===== config.mk =====
export PLATFORM = sky130hd
export DESIGN_NAME = crc_cal_regs
export DESIGN_NICKNAME = d
export VERILOG_FILES = /design/src/crc_pkg.sv /design/src/crc_cal_if.sv /design/src/crc_cal_regs.sv /design/src/crc_chan_regs.sv
export SDC_FILE = /design/constraint.sdc
export NUM_CORES = 1
export LEC_CHECK = 0
export ABC_CLOCK_PERIOD_IN_PS = 2600
export BUFFER_PORTS_ARGS = -buffer_cell sky130_fd_sc_hd__buf_2
export CORE_MARGIN = 3
export CORE_UTILIZATION = 40
export CTS_CLUSTER_DIAMETER = 50
export CTS_CLUSTER_SIZE = 40
export DETAILED_ROUTE_END_ITERATION = 8
export PLACE_DENSITY = 0.83
export SYNTH_ARGS = -nofsm -noshare
export SYNTH_HDL_FRONTEND = slang
export SYNTH_SLANG_ARGS = --single-unit

===== constraint.sdc =====
create_clock -name ref_clk -period 2.6 [get_ports ref_clk]
set_clock_uncertainty 0.05 [all_clocks]
set_input_delay 0.13 -clock ref_clk [delete_from_list [all_inputs] [get_ports ref_clk]]
set_output_delay 0.13 -clock ref_clk [all_outputs]
set_load 0.01 [all_outputs]

===== src/crc_pkg.sv =====
// crc_pkg: command codes, field layout, fixed bits and helpers for the
// current sense calibration registers.
// assumes: linear format words of 16 bits, two channels.
package crc_pkg;
  // command codes of the two calibration registers
  localparam logic [7:0] CMD_GAIN = 8'h38;
  localparam logic [7:0] CMD_OFFSET = 8'h39;
  // linear format layout: exponent on top, mantissa below
  localparam int EXP_LSB = 11;
  localparam int MAN_W = 11;
  localparam int WORD_W = 16;
  localparam int NCH = 2;
  // fixed exponents: -16 for gain, -4 for offset
  localparam logic [4:0] GAIN_EXP = 5'h10;
  localparam logic [4:0] OFF_EXP = 5'h1C;
  // gain mantissa default and legal span
  localparam logic [10:0] GAIN_MAN_RST = 11'h020;
  localparam logic [10:0] GAIN_MAN_MIN = 11'h010;
  localparam logic [10:0] GAIN_MAN_MAX = 11'h1FC;
  // offset mantissa default, sign bit and writable low bits
  localparam logic [10:0] OFF_MAN_RST = 11'h000;
  localparam int OFF_SIGN_BIT = 10;
  localparam int OFF_FREE_W = 6;
  localparam int OFF_EXT_W = 4;
  // page bits that pick the channel
  localparam int PAGE_HI_BIT = 7;
  localparam int PAGE_LO_BIT = 0;
  // page selection codes
  typedef enum logic [1:0] {
    CRC_PG_CH1 = 2'h0,
    CRC_PG_CH2 = 2'h1,
    CRC_PG_RSVD = 2'h2,
    CRC_PG_BOTH = 2'h3
  } crc_page_e;

  // force gain exponent, clamp mantissa into its span
  function automatic logic [15:0] crc_fix_gain(input logic [15:0] w);
    logic signed [10:0] m;
    m = w[MAN_W-1:0];
    if (m < $signed(GAIN_MAN_MIN))
      m = GAIN_MAN_MIN;
    else if (m > $signed(GAIN_MAN_MAX))
      m = GAIN_MAN_MAX;
    return {GAIN_EXP, m};
  endfunction

  // force offset exponent, copy sign over the four bits below it
  function automatic logic [15:0] crc_fix_offset(input logic [15:0] w);
    logic s;
    s = w[OFF_SIGN_BIT];
    return {OFF_EXP, s, {OFF_EXT_W{s}}, w[OFF_FREE_W-1:0]};
  endfunction
endpackage


===== src/crc_cal_if.sv =====
// crc_cal_if: write and load paths between the command decoder and one
// channel's calibration register pair.
// assumes: all signals sit in the ref_clk domain.
`timescale 1ns/1ps
interface crc_cal_if;
  logic wr_gain; // write strobe for the gain word
  logic wr_off; // write strobe for the offset word
  logic [15:0] wdata; // raw written word
  logic load; // take stored user values
  logic [15:0] load_gain; // stored gain word
  logic [15:0] load_off; // stored offset word
  logic [15:0] gain; // held gain word, fixed bits applied
  logic [15:0] off; // held offset word, fixed bits applied
  // decoder side
  modport ctrl (
    output wr_gain, wr_off, wdata, load, load_gain, load_off,
    input gain, off
  );
  // register side
  modport regs (
    input wr_gain, wr_off, wdata, load, load_gain, load_off,
    output gain, off
  );
endinterface


===== src/crc_cal_regs.sv =====
// crc_cal_regs: paged current sense calibration registers of a dual
// channel regulator, with offset correction of the measured current.
// assumes: a serial bus front end hands over decoded commands with the
// current page; measured currents arrive in 62.5 mA steps, signed.
`timescale 1ns/1ps

module crc_cal_regs
  import crc_pkg::*;
#(
  parameter int CUR_W = 16 // width of measured current words
)
(
  input wire logic ref_clk,
  input wire logic rst_b,
  input wire logic cmd_valid,
  input wire logic cmd_write,
  input wire logic [7:0] cmd_code,
  input wire logic [15:0] cmd_wdata,
  input wire logic [7:0] page,
  input wire logic ch2_is_slave,
  input wire logic user_valid,
  input wire logic restore_user,
  input wire logic [crc_pkg::NCH*16-1:0] user_gain,
  input wire logic [crc_pkg::NCH*16-1:0] user_offset,
  input wire logic alert_clear,
  input wire logic [crc_pkg::NCH*CUR_W-1:0] meas_current,
  input wire logic [crc_pkg::NCH*CUR_W-1:0] warn_limit,
  input wire logic [crc_pkg::NCH*CUR_W-1:0] fault_limit,
  output logic resp_valid,
  output logic resp_ack,
  output logic [15:0] resp_rdata,
  output logic invalid_command_fault,
  output logic smb_alert_o,
  output logic smb_alert_oe_b,
  output logic [crc_pkg::NCH*16-1:0] gain_eff,
  output logic [crc_pkg::NCH*16-1:0] offset_eff,
  output logic [crc_pkg::NCH*CUR_W-1:0] output_current_readback,
  output logic [crc_pkg::NCH-1:0] oc_warning,
  output logic [crc_pkg::NCH-1:0] oc_fault
);
  import crc_pkg::*;

  ////////////////////////////////////////////////////////////////////////
  // reset release through two flip-flops
  logic rst_m_q; // first stage, read only by the second
  logic rst_n_q; // synchronised reset used by everything else

  always_ff @(posedge ref_clk or negedge rst_b)
  begin
    if (!rst_b)
    begin
      rst_m_q <= 1'b0;
      rst_n_q <= 1'b0;
    end
    else
    begin
      rst_m_q <= 1'b1;
      rst_n_q <= rst_m_q;
    end
  end

  ////////////////////////////////////////////////////////////////////////
  // command decode
  crc_page_e page_sel; // channel selection from page bits 7 and 0
  logic is_gain; // command addresses the gain word
  logic is_off; // command addresses the offset word
  logic is_cal; // command addresses either word
  logic page_ok; // page code is one of the three legal ones
  logic wr_reject; // write to channel two while it is a slave
  logic wr_go; // accepted write
  logic wr_ch1; // write lands on channel one
  logic wr_ch2; // write lands on channel two
  logic load_now; // take stored user values this cycle
  logic boot_q; // first cycle after reset release

  assign page_sel = crc_page_e'({page[PAGE_HI_BIT], page[PAGE_LO_BIT]});
  assign is_gain = (cmd_code == CMD_GAIN);
  assign is_off = (cmd_code == CMD_OFFSET);
  assign is_cal = is_gain | is_off;
  assign page_ok = (page_sel != CRC_PG_RSVD);

  // page 1 writes only while channel two is a master
  assign wr_reject = cmd_valid & cmd_write & is_cal & ch2_is_slave
                     & (page_sel == CRC_PG_CH2);
  assign wr_go = cmd_valid & cmd_write & is_cal & page_ok & ~wr_reject;

  // a both-page write always lands on channel one and skips a slave channel two
  always_comb
  begin
    wr_ch1 = 1'b0;
    wr_ch2 = 1'b0;
    unique case (page_sel)
      CRC_PG_CH1:
        wr_ch1 = wr_go;
      CRC_PG_CH2:
        wr_ch2 = wr_go;
      CRC_PG_BOTH:
      begin
        wr_ch1 = wr_go;
        wr_ch2 = wr_go & ~ch2_is_slave;
      end
      CRC_PG_RSVD:
      begin
        wr_ch1 = 1'b0;
        wr_ch2 = 1'b0;
      end
    endcase
  end

  ////////////////////////////////////////////////////////////////////////
  // while user_valid is high, stored settings are taken once after reset and on each restore
  always_ff @(posedge ref_clk or negedge rst_n_q)
  begin
    if (!rst_n_q)
      boot_q <= 1'b1;
    else
      boot_q <= 1'b0;
  end

  assign load_now = user_valid & (boot_q | restore_user);

  ////////////////////////////////////////////////////////////////////////
  // per channel register pairs and current correction
  crc_cal_if cal [NCH] ();
  logic [15:0] gain_sel [NCH]; // effective gain per channel
  logic [15:0] off_sel [NCH]; // effective offset per channel

  generate
    for (genvar c = 0; c < NCH; c++)
    begin : g_ch
      logic signed [CUR_W-1:0] meas; // raw measured current
      logic signed [CUR_W-1:0] ofs; // offset in current steps
      logic signed [CUR_W-1:0] corr; // corrected current
      logic [CUR_W-1:0] corr_q; // registered readback
      logic warn_q; // warning compare result
      logic fault_q; // fault compare result

      // write and load strobes for this channel
      assign cal[c].wr_gain = (c == 0 ? wr_ch1 : wr_ch2) & is_gain;
      assign cal[c].wr_off = (c == 0 ? wr_ch1 : wr_ch2) & is_off;
      assign cal[c].wdata = cmd_wdata;
      assign cal[c].load = load_now;
      assign cal[c].load_gain = user_gain[c*WORD_W +: WORD_W];
      assign cal[c].load_off = user_offset[c*WORD_W +: WORD_W];

      crc_chan_regs u_regs (
        .clk (ref_clk),
        .rst_n (rst_n_q),
        .cal (cal[c])
      );

      // a slave channel two runs on channel one's values
      assign gain_sel[c] = (c != 0 && ch2_is_slave) ? cal[0].gain : cal[c].gain;
      assign off_sel[c] = (c != 0 && ch2_is_slave) ? cal[0].off : cal[c].off;
      assign gain_eff[c*WORD_W +: WORD_W] = gain_sel[c];
      assign offset_eff[c*WORD_W +: WORD_W] = off_sel[c];

      // offset mantissa sign extended to the current width
      assign meas = meas_current[c*CUR_W +: CUR_W];
      assign ofs = CUR_W'($signed(off_sel[c][MAN_W-1:0]));
      assign corr = meas + ofs;

      // readback and both overcurrent compares see the corrected value
      always_ff @(posedge ref_clk or negedge rst_n_q)
      begin
        if (!rst_n_q)
        begin
          corr_q <= '0;
          warn_q <= 1'b0;
          fault_q <= 1'b0;
        end
        else
        begin
          corr_q <= corr;
          warn_q <= (corr >= $signed(warn_limit[c*CUR_W +: CUR_W]));
          fault_q <= (corr >= $signed(fault_limit[c*CUR_W +: CUR_W]));
        end
      end

      assign output_current_readback[c*CUR_W +: CUR_W] = corr_q;
      assign oc_warning[c] = warn_q;
      assign oc_fault[c] = fault_q;
    end
  endgenerate

  ////////////////////////////////////////////////////////////////////////
  // read data: page 1 returns what channel two really uses
  logic [15:0] rd_word; // word chosen for a read

  always_comb
  begin
    rd_word = 16'h0000;
    if (page_sel == CRC_PG_CH2)
      rd_word = is_gain ? gain_sel[1] : off_sel[1];
    else
      rd_word = is_gain ? gain_sel[0] : off_sel[0];
  end

  ////////////////////////////////////////////////////////////////////////
  // answer one cycle after each gain or offset command
  logic resp_valid_q; // answer strobe
  logic resp_ack_q; // ack or nack
  logic [15:0] resp_rdata_q; // read data

  always_ff @(posedge ref_clk or negedge rst_n_q)
  begin
    if (!rst_n_q)
    begin
      resp_valid_q <= 1'b0;
      resp_ack_q <= 1'b0;
    end
    else
    begin
      resp_valid_q <= cmd_valid & is_cal;
      // rejected slave writes and unknown pages are not acknowledged
      resp_ack_q <= cmd_valid & is_cal & page_ok & ~wr_reject;
    end
  end

  always_ff @(posedge ref_clk or negedge rst_n_q)
  begin
    if (!rst_n_q)
      resp_rdata_q <= 16'h0000;
    else if (cmd_valid & is_cal & ~cmd_write & page_ok)
      resp_rdata_q <= rd_word;
  end

  assign resp_valid = resp_valid_q;
  assign resp_ack = resp_ack_q;
  assign resp_rdata = resp_rdata_q;

  ////////////////////////////////////////////////////////////////////////
  // invalid command fault, sticky; a new reject wins over a clear
  logic cmd_fault_q; // fault flag, also drives the alert line

  always_ff @(posedge ref_clk or negedge rst_n_q)
  begin
    if (!rst_n_q)
      cmd_fault_q <= 1'b0;
    else if (wr_reject)
      cmd_fault_q <= 1'b1;
    else if (alert_clear)
      cmd_fault_q <= 1'b0;
  end

  assign invalid_command_fault = cmd_fault_q;
  // open drain alert: pulls low while the fault stands
  assign smb_alert_o = 1'b0;
  assign smb_alert_oe_b = ~cmd_fault_q;

endmodule


===== src/crc_chan_regs.sv =====
// crc_chan_regs: one channel's gain and offset calibration words.
// assumes: synchronous strobes from the decoder, reset already synchronised.
`timescale 1ns/1ps
module crc_chan_regs
  import crc_pkg::*;
(
  input wire logic clk,
  input wire logic rst_n,
  crc_cal_if.regs cal
);

  logic [15:0] gain_q; // held gain word
  logic [15:0] off_q; // held offset word

  ////////////////////////////////////////////////////////////////////////
  // gain word: stored values win over a write in the same cycle
  always_ff @(posedge clk or negedge rst_n)
  begin
    if (!rst_n)
      gain_q <= {GAIN_EXP, GAIN_MAN_RST};
    else if (cal.load)
      gain_q <= crc_fix_gain(cal.load_gain);
    else if (cal.wr_gain)
      // exponent bits dropped, mantissa kept in span
      gain_q <= crc_fix_gain(cal.wdata);
  end

  ////////////////////////////////////////////////////////////////////////
  // offset word: out of range values alias through the fixed bits
  always_ff @(posedge clk or negedge rst_n)
  begin
    if (!rst_n)
      off_q <= {OFF_EXP, OFF_MAN_RST};
    else if (cal.load)
      off_q <= crc_fix_offset(cal.load_off);
    else if (cal.wr_off)
      off_q <= crc_fix_offset(cal.wdata);
  end

  // held words back to the decoder
  assign cal.gain = gain_q;
  assign cal.off = off_q;

endmodule


; ---- Word level (Yosys, flattened, before mapping)
; Cells that the tools add are included.
[word_totals]
ff_bits = 122
latch_bits = 0
ram_bits = 0
mem_bits_ro = 0
input_bits = 200
out_inout_bits = 121
elab_cells = 87
memories = 0
[op_classes]
n_addsub = 2
multipliers = 0
n_div = 0
n_lt_le_gt_ge = 10
n_eq_ne = 5
n_shift = 0
n_mux = 23
n_bitwise = 23
reduce_logical = 7
[op_table]
columns = op, count
row1 = $mux 16, 13
row2 = $mux 11, 6
row3 = $ge 16x16->1, 4
row4 = $gt 11x10->1 const B, 3
row5 = $lt 11x6->1 const B, 3
row6 = $add 16x11->16, 2
row7 = $and 1x1->1, 17
row8 = $eq 8x6->1 const B, 2
row9 = $reduce_bool 2->1, 5
row10 = $not 1->1, 4
row11 = $mux 1, 3
row12 = $eq 2x1->1 const B, 1
row13 = $eq 2x2->1 const B, 1
row14 = $logic_not 2->1, 1
row15 = $ne 2x2->1 const B, 1
row16 = $or 1x1->1, 2
row17 = $pmux 1 s2, 1
row18 = $reduce_or 2->1, 1

; ---- Depth between registers and ports, before layout
[depth]
ltp_word = 12
depth_mapped = 17
ltp_nobuf = 16

; ---- Cells and area by module
; A second synthesis with hierarchy kept.
[unflattened]
hier_cells = 823
hier_area_um2 = 7941.4
[modules_own_cells]
columns = module, instances, cells_each, area_each_um2, seq_area_each_um2
row1 = crc_cal_regs, 1, 587, 5761.8, 1452.6
row2 = crc_chan_regs, 2, 118, 1089.8, 451.7

; ---- Least setup slack after synthesis
; No wires, ideal clock.
[synth_path]
path_type = flip-flop to flip-flop
from = register g_ch[0].u_regs.off_q[9]
to = register g_ch[0].warn_q
setup_ns = 0.130
arrival_time_ns = 3.741
path_slack_ns = -1.321
stages_incl_launch_ff = 14
period_less_slack_ns = 3.921
path_cell_list = dfrtp_1 > ha_1 > a21oi_1 > o21ai_0 > a221o_1 > a41o_1 > or4_1 > and3_1 > ha_1 > or3_1 > a211o_1 > and3_1 > a311oi_1 > nand3_1
[synth_via]
elab_chain_cells = 2
[synth_rtl]
columns = item, line
row1 = "start, declared", crc_chan_regs.sv:13  ; logic [15:0] off_q;
row2 = "start signal, assigned", crc_chan_regs.sv:33  ; off_q <= {OFF_EXP, OFF_MAN_RST};
row3 = "start signal, assigned", crc_chan_regs.sv:35  ; off_q <= crc_fix_offset(cal.load_off);
row4 = "start signal, assigned", crc_chan_regs.sv:37  ; off_q <= crc_fix_offset(cal.wdata);
row5 = $add 16x11->16, crc_cal_regs.sv:161  ; assign corr = meas + ofs;
row6 = named net g_ch[0].corr[15], crc_cal_regs.sv:133  ; logic signed [CUR_W-1:0] corr;
row7 = $ge 16x16->1, crc_cal_regs.sv:175  ; warn_q <= (corr >= $signed(warn_limit[c*CUR_W +: CUR_W]));
row8 = "end signal, assigned", crc_cal_regs.sv:175
row9 = "end, declared", crc_cal_regs.sv:135  ; logic warn_q;
; The timed path passes the listed nets, and every way through them passes these cells.
; A chain may end at the register's enable or synchronous reset.

; ---- Worst setup path in the final report
[layout_path]
from = register g_ch[0].u_regs.off_q[0]
to = register g_ch[1].fault_q
[layout_via]
elab_chain_cells = 3
[layout_rtl]
columns = item, line
row1 = $mux 16, crc_cal_regs.sv:154  ; assign off_sel[c] = (c != 0 && ch2_is_slave) ? cal[0].off : cal[c].off;
row2 = $add 16x11->16, crc_cal_regs.sv:161
row3 = named net g_ch[1].corr[12], crc_cal_regs.sv:133
row4 = $ge 16x16->1, crc_cal_regs.sv:176  ; fault_q <= (corr >= $signed(fault_limit[c*CUR_W +: CUR_W]));
row5 = "end signal, assigned", crc_cal_regs.sv:176
row6 = "end, declared", crc_cal_regs.sv:136  ; logic fault_q;
; The timed path passes the listed nets, and every way through them passes these cells.

==> reports/results.tsv <==
stage	metric	value	unit
status	status	finished with violations	
status	failing checks	setup timing	
die	Die H	141	um
route	DRC viols	0	
route	first drt pass iteration count	5	
run	Max-cap violations	0	
synthesis	FFs w/ async S/R, synth	100	%
worst_setup_path	Reg2Reg Setup Slack	-1140	ps
timing	final worst slack	-1140	ps
worst_setup_path	Setup Crit Path Kind	reg -> reg	
min_path	Hold Crit Start	cmd_valid	
route	total wire length	25.0	mm
clock_network	worst skew pair latency	360	ps
die	Die ar.	0.0200	mm^2
place	placed insts	1377	
worst_setup_path	FF-to-FF End	g_ch[1].fault_q$_DFF_PN0_	
power_and_ir_drop	Peak VDD IR	0.407	mV
die	core area	0.0176	mm^2
timing	sum of negative setup slack	-4240	ps
worst_setup_path	crit-path max FO	4	
clock_network	CTS max path bufs	2	
layout	Layout Cells excl Fill	1420	
clock_network	Root Buffer	clkbuf_16	
die	effective utilization at floorplan	41.7	%
timing	Max Fclk	267	MHz
die	cell row count	48	
global_routing	antenna violations before repair	1	
synthesis	synthesized area	0.00734	mm^2
layout	share of layout cells above drive strength 1	44.6	%
timing	period utilisation layout	144	%
layout	nets	1491	
power_and_ir_drop	Power Total	7030	uW
synthesis	YS warnings	0	
route	vias per cell	5.24	
min_path	Hold Path Depth	3	
timing	Slew HR	50.0	%
route	DR WL/cell	17.6	um
timing	RSZ-0062 raised after global routing	yes	
worst_setup_path	CP Data Arrival Time	3930	ps
global_routing	vias in the first global route	7489	
worst_setup_path	CP endpoint kind	flip-flop	
synthesis	syn avg cell area	9.40	um^2
synthesis	sequential share of the synthesized area	31.1	%
place	worst slack, placed	-1180	ps
layout	fin area	0.0107	mm^2
synthesis	ys flop type	dfrtp_1	
clock_network	CTS tree	yes	
place	DP Wirelength	20.5	mm
global_routing	Congestion Overflow GR	0	
die	die extent in x	141	um
min_path	hold path endpoint	resp_valid$_DFF_PN0_	
layout	highest-count cells in the layout ignoring fill and taps	buf_2 (258), buf_4 (145), inv_1 (84), dfrtp_1 (83), ha_1 (81)	
place	RePlAce Congestion	0.932	
worst_setup_path	Worst Path Required	2790	ps
timing	Least-Margin Pin Slew	749	ps
die	number of I/O pins	321	
timing	setup violators final	5	
clock_network	clk slew on worst S/H paths	80	ps
place	dpl cell area	0.00989	mm^2
worst_setup_path	startpoint class of the critical path	flip-flop	
route	Vias	7438	
worst_setup_path	reg-to-reg startpoint	g_ch[0].u_regs.cal.off[0]$_DFFE_PN0P_	
synthesis	#FFs+latches synth	91	
clock_network	total clock sinks	91	
clock_network	CTS H-tree depth	3	
timing	Period minus WS final	3740	ps
power_and_ir_drop	Pwr Density	655	mW/mm^2
route	Starting DRT DRC Count	300	
timing	Final Hold Fails	0	
layout	commonest non-fill, non-tap cell in the layout	buf_2	
synthesis	Post-Syn Instances	781	
min_path	HP Class	in -> reg	
global_routing	global-route wire length before repair	37.8	mm
worst_setup_path	cells on worst reg2reg path	15	
place	PortBufs	258	
timing	Slew Viols, Final	0	
route	post-route ant nets	0	
global_routing	Overall Global Routing Usage	23.8	%
power_and_ir_drop	LEAKAGE	0.00557	uW
global_routing	largest net degree at the start of global routing	43	
synthesis	Post-synth EDFFs	0	
layout	synth-to-layout area growth	46.3	%
clock_network	TritonCTS buffer count	9	
synthesis	Cell variety after synth	67	
==> cells by family after synthesis <==
| kind of cell | after synthesis | share of synthesized area, % |
|---|---|---|
| adders and majority gates | 102 | 17.6 |
| muxes | 55 | 9.60 |
| other | 2 | 0.102 |
| and+or+nand+nor | 180 | 12.7 |
| buffers and inverters | 132 | 8.71 |
| DFF | 91 | 31.1 |
| xor gates and xnor gates | 25 | 2.98 |
| AOI/OAI and AO/OA | 194 | 17.2 |
==> Yosys cell counts, types with 6 or more instances <==
library cell | n | area, um^2
mux2i_1 | 16 | 160
a31oi_1 | 8 | 50.1
o21ai_0 | 38 | 190
mux2_2 | 27 | 304
nand3_1 | 11 | 55.1
dfrtp_1 | 88 | 2200
o21a_1 | 10 | 75.1
inv_1 | 85 | 319
nor2b_1 | 10 | 62.6
o22a_1 | 6 | 52.6
mux2_4 | 6 | 90.1
nor3_1 | 7 | 35.0
xnor2_1 | 20 | 175
nor2_1 | 70 | 263
a22oi_1 | 8 | 60.1
o21ai_1 | 6 | 30.0
buf_4 | 37 | 278
a21o_1 | 26 | 195
nand2_1 | 22 | 82.6
and3_1 | 7 | 43.8
a21oi_1 | 49 | 245
ha_1 | 100 | 1250
nor4_1 | 8 | 50.1
nand4_1 | 18 | 113
==> worst max path at each step <==
| stage | startpoint | end | cells past startpoint |
|---|---|---|---|
| floorplan | g_ch[0].u_regs.cal.off[9]$_DFFE_PN0P_ | g_ch[1].fault_q$_DFF_PN0_ | 15 |
| global route | g_ch[0].u_regs.cal.off[0]$_DFFE_PN0P_ | g_ch[1].fault_q$_DFF_PN0_ | 15 |
| global placement | g_ch[0].u_regs.cal.off[0]$_DFFE_PN0P_ | g_ch[0].fault_q$_DFF_PN0_ | 15 |
| detailed placement | g_ch[0].u_regs.cal.off[0]$_DFFE_PN0P_ | g_ch[0].fault_q$_DFF_PN0_ | 15 |
| finish | g_ch[0].u_regs.cal.off[0]$_DFFE_PN0P_ | g_ch[1].fault_q$_DFF_PN0_ | 15 |
| CTS | g_ch[0].u_regs.cal.off[0]$_DFFE_PN0P_ | g_ch[1].fault_q$_DFF_PN0_ | 15 |
==> routing by layer <==
layer | part of all wire [%] | routed length (um) | track usage, %
met1 | 41 | 10200 | 29.3
met2 | 50 | 12400 | 42.4
met3 | 7.5 | 1870 | 4.55
met4 | 1.8 | 456 | 6.57
met5 | 0.036 | 9 | 0
==> per-stage QoR <==
| stage | utilization, % | hold slack (ps) |
|---|---|---|
| 5_1_grt | 61.0 | 33.3 |
| 3_3_place_gp | 56.2 | -134 |
| 3_5_place_dp | 56.2 | -133 |
| 2_1_floorplan | - | -216 |
| 4_1_cts | 59.6 | 0.734 |
| 6_report | 61.0 | 12.6 |
==> state kept, by name, indices dropped and copies added, names as in the netlist <==
name / count
resp_rdata: 13
g_ch.corr_q: 32
g_ch.u_regs.cal.gain: 22
boot_q: 1
invalid_command_fault: 1
g_ch.warn_q: 2
resp_valid: 1
rst_m_q: 1
resp_ack: 1
rst_n_q: 1
g_ch.fault_q: 2
g_ch.u_regs.cal.off: 14
==> where the power goes <==
group	switching (uW)	internal [uW]
Clock	685	688
Sequential	161	1710
Combinational	1860	1930
Total	2700	4330
==> cell type report <==
type	count	area, um^2
antenna	1	2.50
inverter	85	319
multi-input combinational	581	4960
timing repair buffer	421	2580
clock buffer	9	225
clock inverter	7	76.3
tap	225	282
fill	1473	6860
sequential	91	2290
==> what timing repair did <==
item | CTS | global route
cloned | 0 | 0
endpoints found under the setup margin | 10 | 10
hold endpoints to repair | 14 | 0
resized for setup | 24 | 38
setup buffers | 4 | 9
hold buffers | 13 | 0
pin swaps | 14 | 32
==> worst max-delay path: stages (launching register included) <==
cell	delay [ps]
dfrtp_1	410
mux2_4	290
ha_4	160
inv_2	50
fa_2	200
nor2b_2	50
o31a_1	330
o311ai_4	280
a21oi_2	110
mux2_4	320
a211oi_4	190
ha_1	260
nand4_1	200
nor2_1	90
nor4_2	270
mux2_2	360
Power figures use the tool's default switching activity.
